<file path="src/hdl/spl_pkg.sv">
// shared constants and types for the sector protection logic
package spl_pkg;
  // ****************************************************************
  // geometry
  // ****************************************************************
  localparam int NSECT = 256;
  localparam int SA_W = 8;
  localparam int PWD_W = 64;
  localparam int LEN_W = 12;
  // ****************************************************************
  // register byte offsets
  // ****************************************************************
  localparam logic [7:0] OFS_CMD = 8'h00;
  localparam logic [7:0] OFS_SECT = 8'h04;
  localparam logic [7:0] OFS_DATA = 8'h08;
  localparam logic [7:0] OFS_PWD_LO = 8'h0c;
  localparam logic [7:0] OFS_PWD_HI = 8'h10;
  localparam logic [7:0] OFS_STAT = 8'h14;
  localparam logic [7:0] OFS_LOCKRD = 8'h18;
  localparam logic [7:0] OFS_RANGE = 8'h1c;
  // ****************************************************************
  // command codes, written to the low nibble of the command register
  // ****************************************************************
  localparam logic [3:0] OP_NV_PROG = 4'h1;
  localparam logic [3:0] OP_NV_ERASE = 4'h2;
  localparam logic [3:0] OP_VOL_WRITE = 4'h3;
  localparam logic [3:0] OP_GATE_CLR = 4'h4;
  localparam logic [3:0] OP_PWD_UNLOCK = 4'h5;
  localparam logic [3:0] OP_MODE_PROG = 4'h6;
  localparam logic [3:0] OP_PWD_PROG = 4'h7;
  localparam logic [3:0] OP_CLR_STAT = 4'h8;
  // ****************************************************************
  // field positions and values
  // ****************************************************************
  localparam int ST_WIP = 0;
  localparam int ST_PERR = 1;
  localparam int ST_GATE = 2;
  localparam int ST_PWMODE = 3;
  localparam int ST_MODE_LO = 4;
  localparam int RNG_BOT = 3;
  localparam int MODE_LO = 1;
  localparam logic [1:0] MODE_NONE = 2'h3;
  localparam logic [1:0] MODE_PERSIST = 2'h2;
  localparam logic [1:0] MODE_PASSWD = 2'h1;
  localparam logic [1:0] MODE_ILLEGAL = 2'h0;
  localparam logic [7:0] LOCK_BYTE_PROT = 8'h00;
  localparam logic [7:0] LOCK_BYTE_OPEN = 8'hff;
  localparam logic [PWD_W-1:0] PWD_RST = {PWD_W{1'b1}};
  // ****************************************************************
  // timing
  // ****************************************************************
  localparam int CLK_MHZ = 100;
  localparam int UNLOCK_GAP_US = 100;
  localparam int UNLOCK_GAP_CYC = UNLOCK_GAP_US * CLK_MHZ;
  localparam logic [LEN_W-1:0] PROG_CYC = 12'h100;
  localparam logic [LEN_W-1:0] ERASE_CYC = 12'h800;
  // ****************************************************************
  // command sequencer states
  // ****************************************************************
  typedef enum logic [2:0] {
    SPL_IDLE = 3'b001,
    SPL_BUSY = 3'b010,
    SPL_FAIL = 3'b100
  } spl_state_t;
endpackage

</file>
<file path="src/hdl/spl_op_if.sv">
// start and completion signals between sequencer and operation timer
`timescale 1ns/1ps
interface spl_op_if;
  logic start;
  logic [spl_pkg::LEN_W-1:0] len;
  logic busy;
  logic done;
  modport ctl(output start, output len, input busy, input done);
  modport tmr(input start, input len, output busy, output done);
endinterface

</file>
<file path="src/hdl/spl_op_timer.sv">
// busy timer standing in for nonvolatile program and erase time
`timescale 1ns/1ps
module spl_op_timer (
  input wire logic core_clk_i,
  input wire logic rst_i,
  input wire logic abort_i,
  spl_op_if.tmr op
);
  logic [spl_pkg::LEN_W-1:0] cnt_r;
  logic done_r;

  assign op.busy = (cnt_r != '0);
  assign op.done = done_r;

  always_ff @(posedge core_clk_i or posedge rst_i) begin
    if (rst_i) begin
      cnt_r <= '0;
    end else if (abort_i) begin
      cnt_r <= '0;
    end else if (op.start && cnt_r == '0) begin
      cnt_r <= op.len;
    end else if (cnt_r != '0) begin
      cnt_r <= cnt_r - 1'b1;
    end
  end

  // done marks the last busy cycle so the result lands with wip falling
  always_ff @(posedge core_clk_i or posedge rst_i) begin
    if (rst_i) begin
      done_r <= 1'b0;
    end else begin
      done_r <= !abort_i && cnt_r == 12'h002;
    end
  end
endmodule

</file>
<file path="src/hdl/spl_top.sv">
// per-sector lock logic with gate bit and guard mode register
//
// Our own choices: the APB interface to the registers and the register offsets.
`timescale 1ns/1ps
// Overview of operation
// - sector protected if range guard or per-sector scheme protects it
// - sector protected when its nonvolatile or volatile lock bit is 0
// - gate bit 0 blocks program and erase of nonvolatile lock bits
// - persistent mode: gate set on hardware reset, never set by command
// - password mode: gate cleared on hardware reset, set on password match
// - gate-clear command clears the gate in either mode
// - password mode: only successful unlock sets the gate
// - mode bits 11 none, 10 persistent, 01 password, 00 fails
// - once a mode bit is programmed, mode register never changes
// - mode register program takes a program time with wip set
// - unprogrammed part powers up persistent with all sectors open
// - nonvolatile bits programmed singly to 0, erased all to 1
// - with gate 0, nonvolatile program or erase fails, bits unchanged
// - read returns nonvolatile lock state of addressed sector
// - status stays readable during nonvolatile program or erase
// - volatile write sets bit 0 or 1; matters only if nv bit is 1
// - volatile bits rewritable, open again after any reset
// - volatile bits writable regardless of gate; nv only with gate 1
// - device handles erase preprogramming and verify internally
// - bad password sets program error, keeps wip, gate stays 0
// - unlock accepted at most once per 100 us, valid skips delay
// - software reset leaves gate unchanged in persistent mode
// - volatile lock byte 00h protected, FFh unprotected
module spl_top #(
  parameter int UNLOCK_GAP_CYC = spl_pkg::UNLOCK_GAP_CYC
) (
  input wire logic core_clk_i,
  input wire logic rst_i,
  input wire logic hw_rst_i,
  input wire logic sw_rst_i,
  input wire logic psel_i,
  input wire logic penable_i,
  input wire logic pwrite_i,
  input wire logic [7:0] paddr_i,
  input wire logic [31:0] pwdata_i,
  output logic [31:0] prdata_o,
  output logic pready_o,
  output logic pslverr_o,
  input wire logic [spl_pkg::SA_W-1:0] query_sect_i,
  output logic sect_protected_o,
  output logic write_in_progress_flag_o,
  output logic lock_gate_bit_o
);
  localparam int NS = spl_pkg::NSECT;
  localparam int SW = spl_pkg::SA_W;

  // ****************************************************************
  // apb slave
  // ****************************************************************
  logic pready_r, pslverr_r, apb_wr, addr_ok;
  logic [31:0] prdata_r, rd_mux;

  assign pready_o = pready_r;
  assign pslverr_o = pslverr_r;
  assign prdata_o = prdata_r;
  assign apb_wr = psel_i && penable_i && pready_r && pwrite_i;
  assign addr_ok = paddr_i == spl_pkg::OFS_CMD ||
    paddr_i == spl_pkg::OFS_SECT || paddr_i == spl_pkg::OFS_DATA ||
    paddr_i == spl_pkg::OFS_PWD_LO || paddr_i == spl_pkg::OFS_PWD_HI ||
    paddr_i == spl_pkg::OFS_STAT || paddr_i == spl_pkg::OFS_LOCKRD ||
    paddr_i == spl_pkg::OFS_RANGE;

  // one wait state so read data comes from a flop
  always_ff @(posedge core_clk_i or posedge rst_i) begin
    if (rst_i) begin
      pready_r <= 1'b0;
      pslverr_r <= 1'b0;
      prdata_r <= '0;
    end else if (psel_i && penable_i && !pready_r) begin
      pready_r <= 1'b1;
      pslverr_r <= !addr_ok;
      prdata_r <= pwrite_i ? 32'h0 : rd_mux;
    end else begin
      pready_r <= 1'b0;
      pslverr_r <= 1'b0;
    end
  end

  // ****************************************************************
  // software visible registers
  // ****************************************************************
  logic [SW-1:0] sect_r;
  logic [7:0] data_r;
  logic [spl_pkg::PWD_W-1:0] cand_r;
  logic [3:0] rng_r;

  always_ff @(posedge core_clk_i or posedge rst_i) begin
    if (rst_i) begin
      sect_r <= '0;
      data_r <= '0;
      cand_r <= '0;
      rng_r <= '0;
    end else if (apb_wr) begin
      if (paddr_i == spl_pkg::OFS_SECT) sect_r <= pwdata_i[SW-1:0];
      if (paddr_i == spl_pkg::OFS_DATA) data_r <= pwdata_i[7:0];
      if (paddr_i == spl_pkg::OFS_PWD_LO) cand_r[31:0] <= pwdata_i;
      if (paddr_i == spl_pkg::OFS_PWD_HI) cand_r[63:32] <= pwdata_i;
      if (paddr_i == spl_pkg::OFS_RANGE) rng_r <= pwdata_i[3:0];
    end
  end

  // ****************************************************************
  // command sequencer
  // ****************************************************************
  spl_pkg::spl_state_t state_r;
  spl_op_if op_bus ();
  logic [3:0] op_r, cmd;
  logic [SW-1:0] op_sect_r;
  logic cmd_go, idle, any_rst, perr_r, gate_r;
  logic [1:0] mode_r;
  logic [NS-1:0] nv_r, vol_r;
  logic [spl_pkg::PWD_W-1:0] pwd_r;
  logic pwd_mode, pwd_match, unlock_ok, unlock_bad;
  logic [13:0] gap_r;
  logic nv_denied, mode_denied, go_nv, go_mode, go_pwd;

  assign cmd_go = apb_wr && paddr_i == spl_pkg::OFS_CMD;
  assign cmd = pwdata_i[3:0];
  assign idle = (state_r == spl_pkg::SPL_IDLE);
  assign any_rst = hw_rst_i || sw_rst_i;
  assign pwd_mode = (mode_r == spl_pkg::MODE_PASSWD);
  assign pwd_match = (cand_r == pwd_r);
  // unlock is only meaningful in password mode and honours the gap
  assign unlock_ok = cmd_go && idle && cmd == spl_pkg::OP_PWD_UNLOCK &&
                     pwd_mode && gap_r == '0 && pwd_match;
  assign unlock_bad = cmd_go && idle && cmd == spl_pkg::OP_PWD_UNLOCK &&
                      pwd_mode && gap_r == '0 && !pwd_match;
  assign nv_denied = !gate_r;
  assign mode_denied = mode_r != spl_pkg::MODE_NONE ||
                       data_r[2:1] == spl_pkg::MODE_ILLEGAL;
  assign go_nv = cmd_go && idle && !any_rst && !nv_denied &&
                 (cmd == spl_pkg::OP_NV_PROG || cmd == spl_pkg::OP_NV_ERASE);
  assign go_mode = cmd_go && idle && !any_rst && !mode_denied &&
                   cmd == spl_pkg::OP_MODE_PROG;
  assign go_pwd = cmd_go && idle && !any_rst && !pwd_mode &&
                  cmd == spl_pkg::OP_PWD_PROG;

  assign op_bus.start = go_nv || go_mode || go_pwd;
  assign op_bus.len = (cmd == spl_pkg::OP_NV_ERASE) ?
                      spl_pkg::ERASE_CYC : spl_pkg::PROG_CYC;

  spl_op_timer u_timer (
    .core_clk_i(core_clk_i),
    .rst_i(rst_i),
    .abort_i(any_rst),
    .op(op_bus.tmr)
  );

  always_ff @(posedge core_clk_i or posedge rst_i) begin
    if (rst_i) begin
      state_r <= spl_pkg::SPL_IDLE;
    end else if (any_rst) begin
      state_r <= spl_pkg::SPL_IDLE;
    end else begin
      case (state_r)
        spl_pkg::SPL_IDLE: begin
          if (op_bus.start) begin
            state_r <= spl_pkg::SPL_BUSY;
          end else if (unlock_bad) begin
            state_r <= spl_pkg::SPL_FAIL;
          end else if (cmd_go && cmd == spl_pkg::OP_MODE_PROG) begin
            state_r <= spl_pkg::SPL_FAIL;
          end else if (cmd_go && nv_denied &&
                       (cmd == spl_pkg::OP_NV_PROG ||
                        cmd == spl_pkg::OP_NV_ERASE)) begin
            state_r <= spl_pkg::SPL_FAIL;
          end
        end
        spl_pkg::SPL_BUSY: begin
          if (op_bus.done) state_r <= spl_pkg::SPL_IDLE;
        end
        spl_pkg::SPL_FAIL: begin
          if (cmd_go && cmd == spl_pkg::OP_CLR_STAT) begin
            state_r <= spl_pkg::SPL_IDLE;
          end
        end
        default: state_r <= spl_pkg::SPL_IDLE;
      endcase
    end
  end

  always_ff @(posedge core_clk_i or posedge rst_i) begin
    if (rst_i) begin
      op_r <= '0;
      op_sect_r <= '0;
    end else if (op_bus.start) begin
      op_r <= cmd;
      op_sect_r <= sect_r;
    end
  end

  // error flag: a new failure in the clearing cycle wins
  always_ff @(posedge core_clk_i or posedge rst_i) begin
    if (rst_i) begin
      perr_r <= 1'b0;
    end else if (any_rst) begin
      perr_r <= 1'b0;
    end else if (idle && cmd_go && !op_bus.start &&
                 (unlock_bad || cmd == spl_pkg::OP_MODE_PROG ||
                  ((cmd == spl_pkg::OP_NV_PROG ||
                    cmd == spl_pkg::OP_NV_ERASE) && nv_denied))) begin
      perr_r <= 1'b1;
    end else if (cmd_go && cmd == spl_pkg::OP_CLR_STAT) begin
      perr_r <= 1'b0;
    end
  end

  // ****************************************************************
  // unlock rate limiter
  // ****************************************************************
  // only a failed attempt arms the gap, so a valid password costs nothing
  always_ff @(posedge core_clk_i or posedge rst_i) begin
    if (rst_i) begin
      gap_r <= '0;
    end else if (unlock_bad) begin
      gap_r <= 14'(UNLOCK_GAP_CYC);
    end else if (gap_r != '0) begin
      gap_r <= gap_r - 1'b1;
    end
  end

  // ****************************************************************
  // lock gate and guard mode
  // ****************************************************************
  always_ff @(posedge core_clk_i or posedge rst_i) begin
    if (rst_i) begin
      gate_r <= 1'b1;
    end else if (hw_rst_i) begin
      gate_r <= !pwd_mode;
    end else if (sw_rst_i) begin
      gate_r <= gate_r;
    end else if (cmd_go && idle && cmd == spl_pkg::OP_GATE_CLR) begin
      gate_r <= 1'b0;
    end else if (unlock_ok) begin
      gate_r <= 1'b1;
    end
  end

  // one-time bits: power-on value is the unprogrammed state
  always_ff @(posedge core_clk_i or posedge rst_i) begin
    if (rst_i) begin
      mode_r <= spl_pkg::MODE_NONE;
      pwd_r <= spl_pkg::PWD_RST;
    end else if (op_bus.done && op_r == spl_pkg::OP_MODE_PROG) begin
      mode_r <= mode_r & data_r[spl_pkg::MODE_LO +: 2];
    end else if (op_bus.done && op_r == spl_pkg::OP_PWD_PROG) begin
      pwd_r <= pwd_r & cand_r;
    end
  end

  // ****************************************************************
  // per-sector lock bits
  // ****************************************************************
  // nv bits live in flops here; rst_i stands for first power-up only
  genvar g;
  generate
    for (g = 0; g < NS; g++) begin : g_sect
      always_ff @(posedge core_clk_i or posedge rst_i) begin
        if (rst_i) begin
          nv_r[g] <= 1'b1;
        end else if (op_bus.done && op_r == spl_pkg::OP_NV_ERASE) begin
          nv_r[g] <= 1'b1;
        end else if (op_bus.done && op_r == spl_pkg::OP_NV_PROG &&
                     op_sect_r == SW'(g)) begin
          nv_r[g] <= 1'b0;
        end
      end
      always_ff @(posedge core_clk_i or posedge rst_i) begin
        if (rst_i) begin
          vol_r[g] <= 1'b1;
        end else if (any_rst) begin
          vol_r[g] <= 1'b1;
        end else if (cmd_go && cmd == spl_pkg::OP_VOL_WRITE &&
                     sect_r == SW'(g)) begin
          vol_r[g] <= (data_r == spl_pkg::LOCK_BYTE_OPEN);
        end
      end
    end
  endgenerate

  // ****************************************************************
  // protection decision and read back
  // ****************************************************************
  logic [8:0] rng_cnt, q9;
  logic rng_hit;

  assign q9 = {1'b0, query_sect_i};
  assign rng_cnt = (rng_r[2:0] == 3'h0) ? 9'h000 :
                   (rng_r[2:0] == 3'h7) ? 9'h100 :
                   9'(9'h004 << (rng_r[2:0] - 3'h1));
  assign rng_hit = rng_r[spl_pkg::RNG_BOT] ? (q9 < rng_cnt) :
                   (q9 >= 9'(9'h100 - rng_cnt));
  assign sect_protected_o = rng_hit || !nv_r[query_sect_i] ||
                            !vol_r[query_sect_i];
  assign write_in_progress_flag_o = !idle;
  assign lock_gate_bit_o = gate_r;

  always_comb begin
    rd_mux = '0;
    case (paddr_i)
      spl_pkg::OFS_SECT: rd_mux = {24'h0, sect_r};
      spl_pkg::OFS_DATA: rd_mux = {24'h0, data_r};
      spl_pkg::OFS_RANGE: rd_mux = {28'h0, rng_r};
      spl_pkg::OFS_STAT: begin
        rd_mux[spl_pkg::ST_WIP] = !idle;
        rd_mux[spl_pkg::ST_PERR] = perr_r;
        rd_mux[spl_pkg::ST_GATE] = gate_r;
        rd_mux[spl_pkg::ST_PWMODE] = pwd_mode;
        rd_mux[spl_pkg::ST_MODE_LO +: 2] = mode_r;
      end
      spl_pkg::OFS_LOCKRD: begin
        rd_mux[7:0] = nv_r[sect_r] ? spl_pkg::LOCK_BYTE_OPEN :
                      spl_pkg::LOCK_BYTE_PROT;
        rd_mux[15:8] = vol_r[sect_r] ? spl_pkg::LOCK_BYTE_OPEN :
                       spl_pkg::LOCK_BYTE_PROT;
      end
      default: rd_mux = '0;
    endcase
  end
endmodule

</file>
<file path="config.mk">
export PLATFORM = sky130hd
export DESIGN_NAME = spl_top
export DESIGN_NICKNAME = d
export VERILOG_FILES = /design/src/hdl/spl_pkg.sv /design/src/hdl/spl_op_if.sv /design/src/hdl/spl_op_timer.sv /design/src/hdl/spl_top.sv
export SDC_FILE = /design/constraint.sdc
export NUM_CORES = 2
export LEC_CHECK = 0
export ABC_AREA = 1
export BUFFER_PORTS_ARGS = -buffer_cell sky130_fd_sc_hd__buf_4
export CAP_MARGIN = 20
export CORE_ASPECT_RATIO = 2
export CORE_MARGIN = 1.5
export CORE_UTILIZATION = 30
export DETAILED_ROUTE_END_ITERATION = 8
export PLACE_DENSITY = 0.48
export SLEW_MARGIN = 10
export SYNTH_ARGS = -nofsm -noshare
export SYNTH_HDL_FRONTEND = slang
export SYNTH_HIERARCHICAL = 1
export SYNTH_SLANG_ARGS = --single-unit
</file>
<file path="constraint.sdc">
create_clock -name core_clk_i -period 45.2 [get_ports core_clk_i]
set_input_delay 6.78 -clock core_clk_i [delete_from_list [all_inputs] [get_ports core_clk_i]]
set_output_delay 6.78 -clock core_clk_i [all_outputs]
set_load 0.005 [all_outputs]
</file>
# == Word level (Yosys, flattened, before mapping) ==
# Index checks and enable logic that the tools add are counted.
# classes
add_sub_neg,4
magnitude_cmp,4
eq_ne,542
shift,1
n_mux,1063
bitwise,3
n_reduce_logical,1105
# ops
operator,n
8-bit equality test (second input constant),257
1-bit 2-to-1 mux,1038
2-bit nonzero test,513
8-bit by 7-bit equality test with 1-bit output (second input constant),128
1-bit logical AND,545
8-bit by 6-bit equality test with 1-bit output (second input constant),64
8-bit by 5-bit equality test with 1-bit output (second input constant),36
8-bit by 4-bit equality test with 1-bit output (second input constant),18
8-bit by 3-bit equality test with 1-bit output (second input constant),9
64-bit bitwise AND,1
64-bit equality test,1
12-bit 2-to-1 mux,4
1-bit binary-select mux with 8-bit select,4
8-bit by 2-bit equality test with 1-bit output (second input constant),4
10-bit case mux with 3 select lines,1
6-bit case mux with 5 select lines,1
14-bit 2-to-1 mux,2
4-bit by 3-bit equality test with 1-bit output (second input constant),6
8-bit zero test,3
3-bit 2-to-1 mux,7
8-bit by 9-bit less-than comparator with 1-bit output (second input constant),2
9-bit 2-to-1 mux,2
8-bit by 1-bit equality test with 1-bit output (second input constant),2
1-bit logical OR,16
34 further kinds,58
# totals
register_bits,740
input_bits,55
output_inout_bits,37
wordCells,3252

# == Depth between registers and ports, before layout ==
# logic_depth
depth_word,15
depth_mapped,18
mapped_depth_nobuf,17

# == By module ==
# Netlist, hierarchy kept.
# by_module_without_submodules
module,instances,cells_per_inst,area_each_um2,seq_area_each_um2
spl_top,1,5099,40156.0,18342.6
spl_op_timer,1,141,969.7,325.3

# == Least setup slack after synthesis ==
# Ideal clock, no wire load.
# synth_timing
kind,in2out
startpoint,input query_sect_i[0] (netlist bit)
endpoint,output sect_protected_o
arrival_time_ns,8.500
required_time_ns,38.420
setup_slack_ns,29.920
path_stages,13
path_buffers,4
cell_sequence,clkbuf_1 clkbuf_1 clkbuf_1 buf_1 nand2_1 nand3_1 nand2_1 o211ai_1 nand3_1 nand3_1 nand3_1 nand3_1 nand3_1
# synth_between
elab_chain_cells,5
elab_cells_between_ends,11
classes_between,2 x order compare; 5 x mux; 4 x reduce/logical
# synth_rtl
item,line,rtl
from (decl),spl_top.sv:44,"input wire logic [spl_pkg::SA_W-1:0] query_sect_i,"
1-bit binary-select mux with 8-bit select,spl_top.sv:298,assign sect_protected_o = rng_hit || !nv_r[query_sect_i] ||
1-bit 2-to-1 mux (not written as such),spl_top.sv:298,
1-bit zero test,spl_top.sv:298,
1-bit logical OR,spl_top.sv:298,
1-bit logical OR (*),spl_top.sv:298,
to (decl),spl_top.sv:45,"output logic sect_protected_o,"
# Every way passes the cells marked *; elsewhere a longest branch is shown, timed or not. The select of a mux whose other input is x is not followed.

# == Final worst setup path ==
# Same ends and word-level chain as after synthesis.

==> impl_results.md <==
- Outcome: complete, no violations
- Final Hold Viols: 0
- # setup viols final: 0
- DP Worst Slack: 27.63 ns
- Mapped Cells: 5240
- Drt wl/cell: 25.38 um
- Critical Path Source Type: input pin
- Worst-path clk slew: 0.06 ns
- R2r setup slk: 40.68 ns
- DRT Pass-1 Iters: 6
- Setup Skew: 0.01956 ns
- Drt drc: 0
- Post-CTS sizing: 0
- Crit-path max FO: 107
- CP Data Required Time: 38.42 ns
- Post-Syn Area: 0.04113 mm^2
- Top_reg_cell synth: dfstp_2
- Global-route wire length before repair: 258600 um
- Number of global-route vias before repair: 37830
- Leakage: 18.77 nW
- Period utilisation layout: 0.3907
- Root Buffer: clkbuf_16
- Placer congestion estimate: 0.8948
- Die W: 264.8 um
- VDD IR max: 33.66 uV
- Clk sinks: 717
- Antenna-violating nets left: 0
- Min Clock Period, post-route: 17.66 ns
- 1st-iter DRT viols: 3525
- Switching Share: 0.2617
- Clk_lat worst skew: 0.68 ns
- Worst setup path category: in2out
- CTS Hold Bufs: 0
- Clk pwr share: 0.461
- Postcts setup bufs: 0
- Fin util: 0.3350
- Max cap viols: 0
- Core area: 0.1365 mm^2
- Placed cell count: 6752
- Cell Int Power: 1.034 mW
- Total Wirelength: 174700 um
- Worst-margin pin slew: 1.303 ns
- RSZ-0062 raised after global routing: false
- Combinational Power Share: 0.075
- Net Sw Power: 366.5 uW
- Relative slew slack: 0.1284
- Die Ht: 526.6 um
- Initial antenna violation count: 3
- Post-synth EDFFs: 0
- Post-route setup TNS: 0 ns
- Post-synthesis sequential area ratio: 0.4539
- I/O Pins: 92
- P per Cell Area: 30.64 mW/mm^2
- Seq pwr share: 0.464
- Leading area contributor after synthesis: dfstp_2
- Setup WS post-layout: 27.54 ns
- Die Area: 0.1394 mm^2
- Post-synth top area share: 0.3706
- Placed cell areas: 0.04328 mm^2
- CTS max path bufs: 3
- Crit path arrival time: 10.88 ns
- Peak Freq: 0.05663 GHz
- Ys Warns: 6
- Std cell rows: 192
- Setup crit end kind: output pin
- Drt via density: 5.605
- Ys async rst share: 1.000
- GRT overflow: 0
- Total power: 1.401 mW
- CTS Buf Count: 72
- Total Routing Usage GR: 0.2473
- Total number of vias: 38580
- FF+latch count, synth: 717
- Count of cell types in the netlist: 53
- Hold WC Path Type: reg2reg
- H-tree Lvls: 3
- Post-layout instance area: 0.04571 mm^2
- Fin cells: 6883
- Synth top area cells: dfstp_2, nand2_1, o21ai_0
- Largest net degree at the start of global routing: 149
- Slew Limit Fails: 0
- Dpl hpwl: 115500 um
- Nets: 5216
- CTS tree: yes
- I/O Buffers: 75
- Share of cells above drive strength 1: 0.2012
- Area growth syn-to-layout: 11.16%
- Avg Cell Area, Syn: 7.848 um^2
- Worst hold margin: 0.4774 ns
- Initial Util: 0.3014
## registers in the layout, indices dropped and copies added (netlist names)
name	flops
perr_r	1
pslverr_o	1
lock_gate_bit_o	1
prdata_o	9
u_timer/op.done	1
u_timer/cnt_r	12
op_r	4
vol_r	256
cand_r	64
mode_r	2
pwd_r	64
sect_r	8
op_sect_r	8
state_r	3
gap_r	14
nv_r	256
pready_o	1
data_r	8
rng_r	4
## synth_stat cells (64+ instances only)
| library cell | n |
|---|---|
| nor2_1 | 259 |
| ha_1 | 80 |
| nand3_1 | 235 |
| a22oi_1 | 86 |
| inv_1 | 439 |
| a31oi_1 | 257 |
| mux2_2 | 64 |
| nor3_1 | 197 |
| a311oi_1 | 131 |
| a21oi_1 | 141 |
| a211oi_1 | 64 |
| clkbuf_1 | 361 |
| dfstp_2 | 580 |
| nand2_1 | 1220 |
| o21ai_0 | 714 |
| dfrtp_1 | 137 |
## worst paths after layout
check,cells past startpoint,endpoint,start
hold / removal,2,nv_r[24],nv_r[24]
min in group asynchronous,2,u_timer/cnt_r[5],rst_i
setup reg to reg,17,prdata_o[0],sect_r[0]
setup / recovery,14,sect_protected_o,query_sect_i[0]
max in group asynchronous,4,cand_r[19],rst_i
hold reg to reg,2,nv_r[24],nv_r[24]
## cells in the final DEF, fill, tap and decap left out, drive strengths merged, types with 64 or more instances in the layout
cell type / count
nand3: 236
ha: 80
nor2: 268
a311oi: 131
nand2: 1222
clkbuf: 102
inv: 452
a22oi: 86
a21oi: 142
nor3: 212
mux2: 64
buf: 190
o21ai: 717
dfrtp: 137
a211oi: 64
a31oi: 257
dfstp: 580
## final cells by class
class / instances / area [um^2]
Fill cell: 14450 / 90740
Clock buffer: 102 / 2110
Clock inverter: 25 / 291.5
Sequential cell: 717 / 18670
Inverter: 452 / 1713
Multi-Input combinational cell: 3648 / 19250
Tap cell: 1746 / 2185
Timing Repair Buffer: 190 / 1486
Antenna cell: 3 / 7.507
## critical path, cell delays in order
cell,delay (ns)
buf_8,0.52
clkinv_2,0.75
nand2_2,1.03
o21ai_0,0.18
nor2_1,0.16
o21ai_0,0.09
nand2_1,0.12
nand2_1,0.05
nand3_1,0.11
nand3_1,0.31
nand3_1,0.22
nand3_1,0.09
nand3_1,0.21
buf_4,0.16
## power groups by stage
| stage | clock network, mW | logic (mW) | registers (mW) |
|---|---|---|---|
| 6_report | 0.645 | 0.105 | 0.650 |
| 3_5_place_dp | 0 | 0.105 | 0.660 |
| 5_1_grt | 0.683 | 0.117 | 0.650 |
| 4_1_cts | 0.661 | 0.105 | 0.650 |
| 3_3_place_gp | 0 | 0.104 | 0.660 |
| 2_1_floorplan | 0 | 0.0693 | 0.658 |
## metal layers
layer,vias to the layer above,GRT usage,share of wire
met2,1694,0.4295,0.50
met4,4,0.1656,0.074
met1,18850,0.2804,0.37
li1,17580,-,-
met5,-,0,0.00017
met3,458,0.03449,0.062
## cell families after synthesis
family                   share of synthesized area
flip-flops                                  0.4539
AND/OR/NAND/NOR                             0.2027
other                                   0.00009118
XOR/XNOR                                  0.001704
AO/OA/AOI/OAI                               0.2131
multiplexers                               0.01825
adder cells (fa/ha/maj)                    0.02434
buffers and inverters                      0.08583
Power figures use the tool's default switching activity.
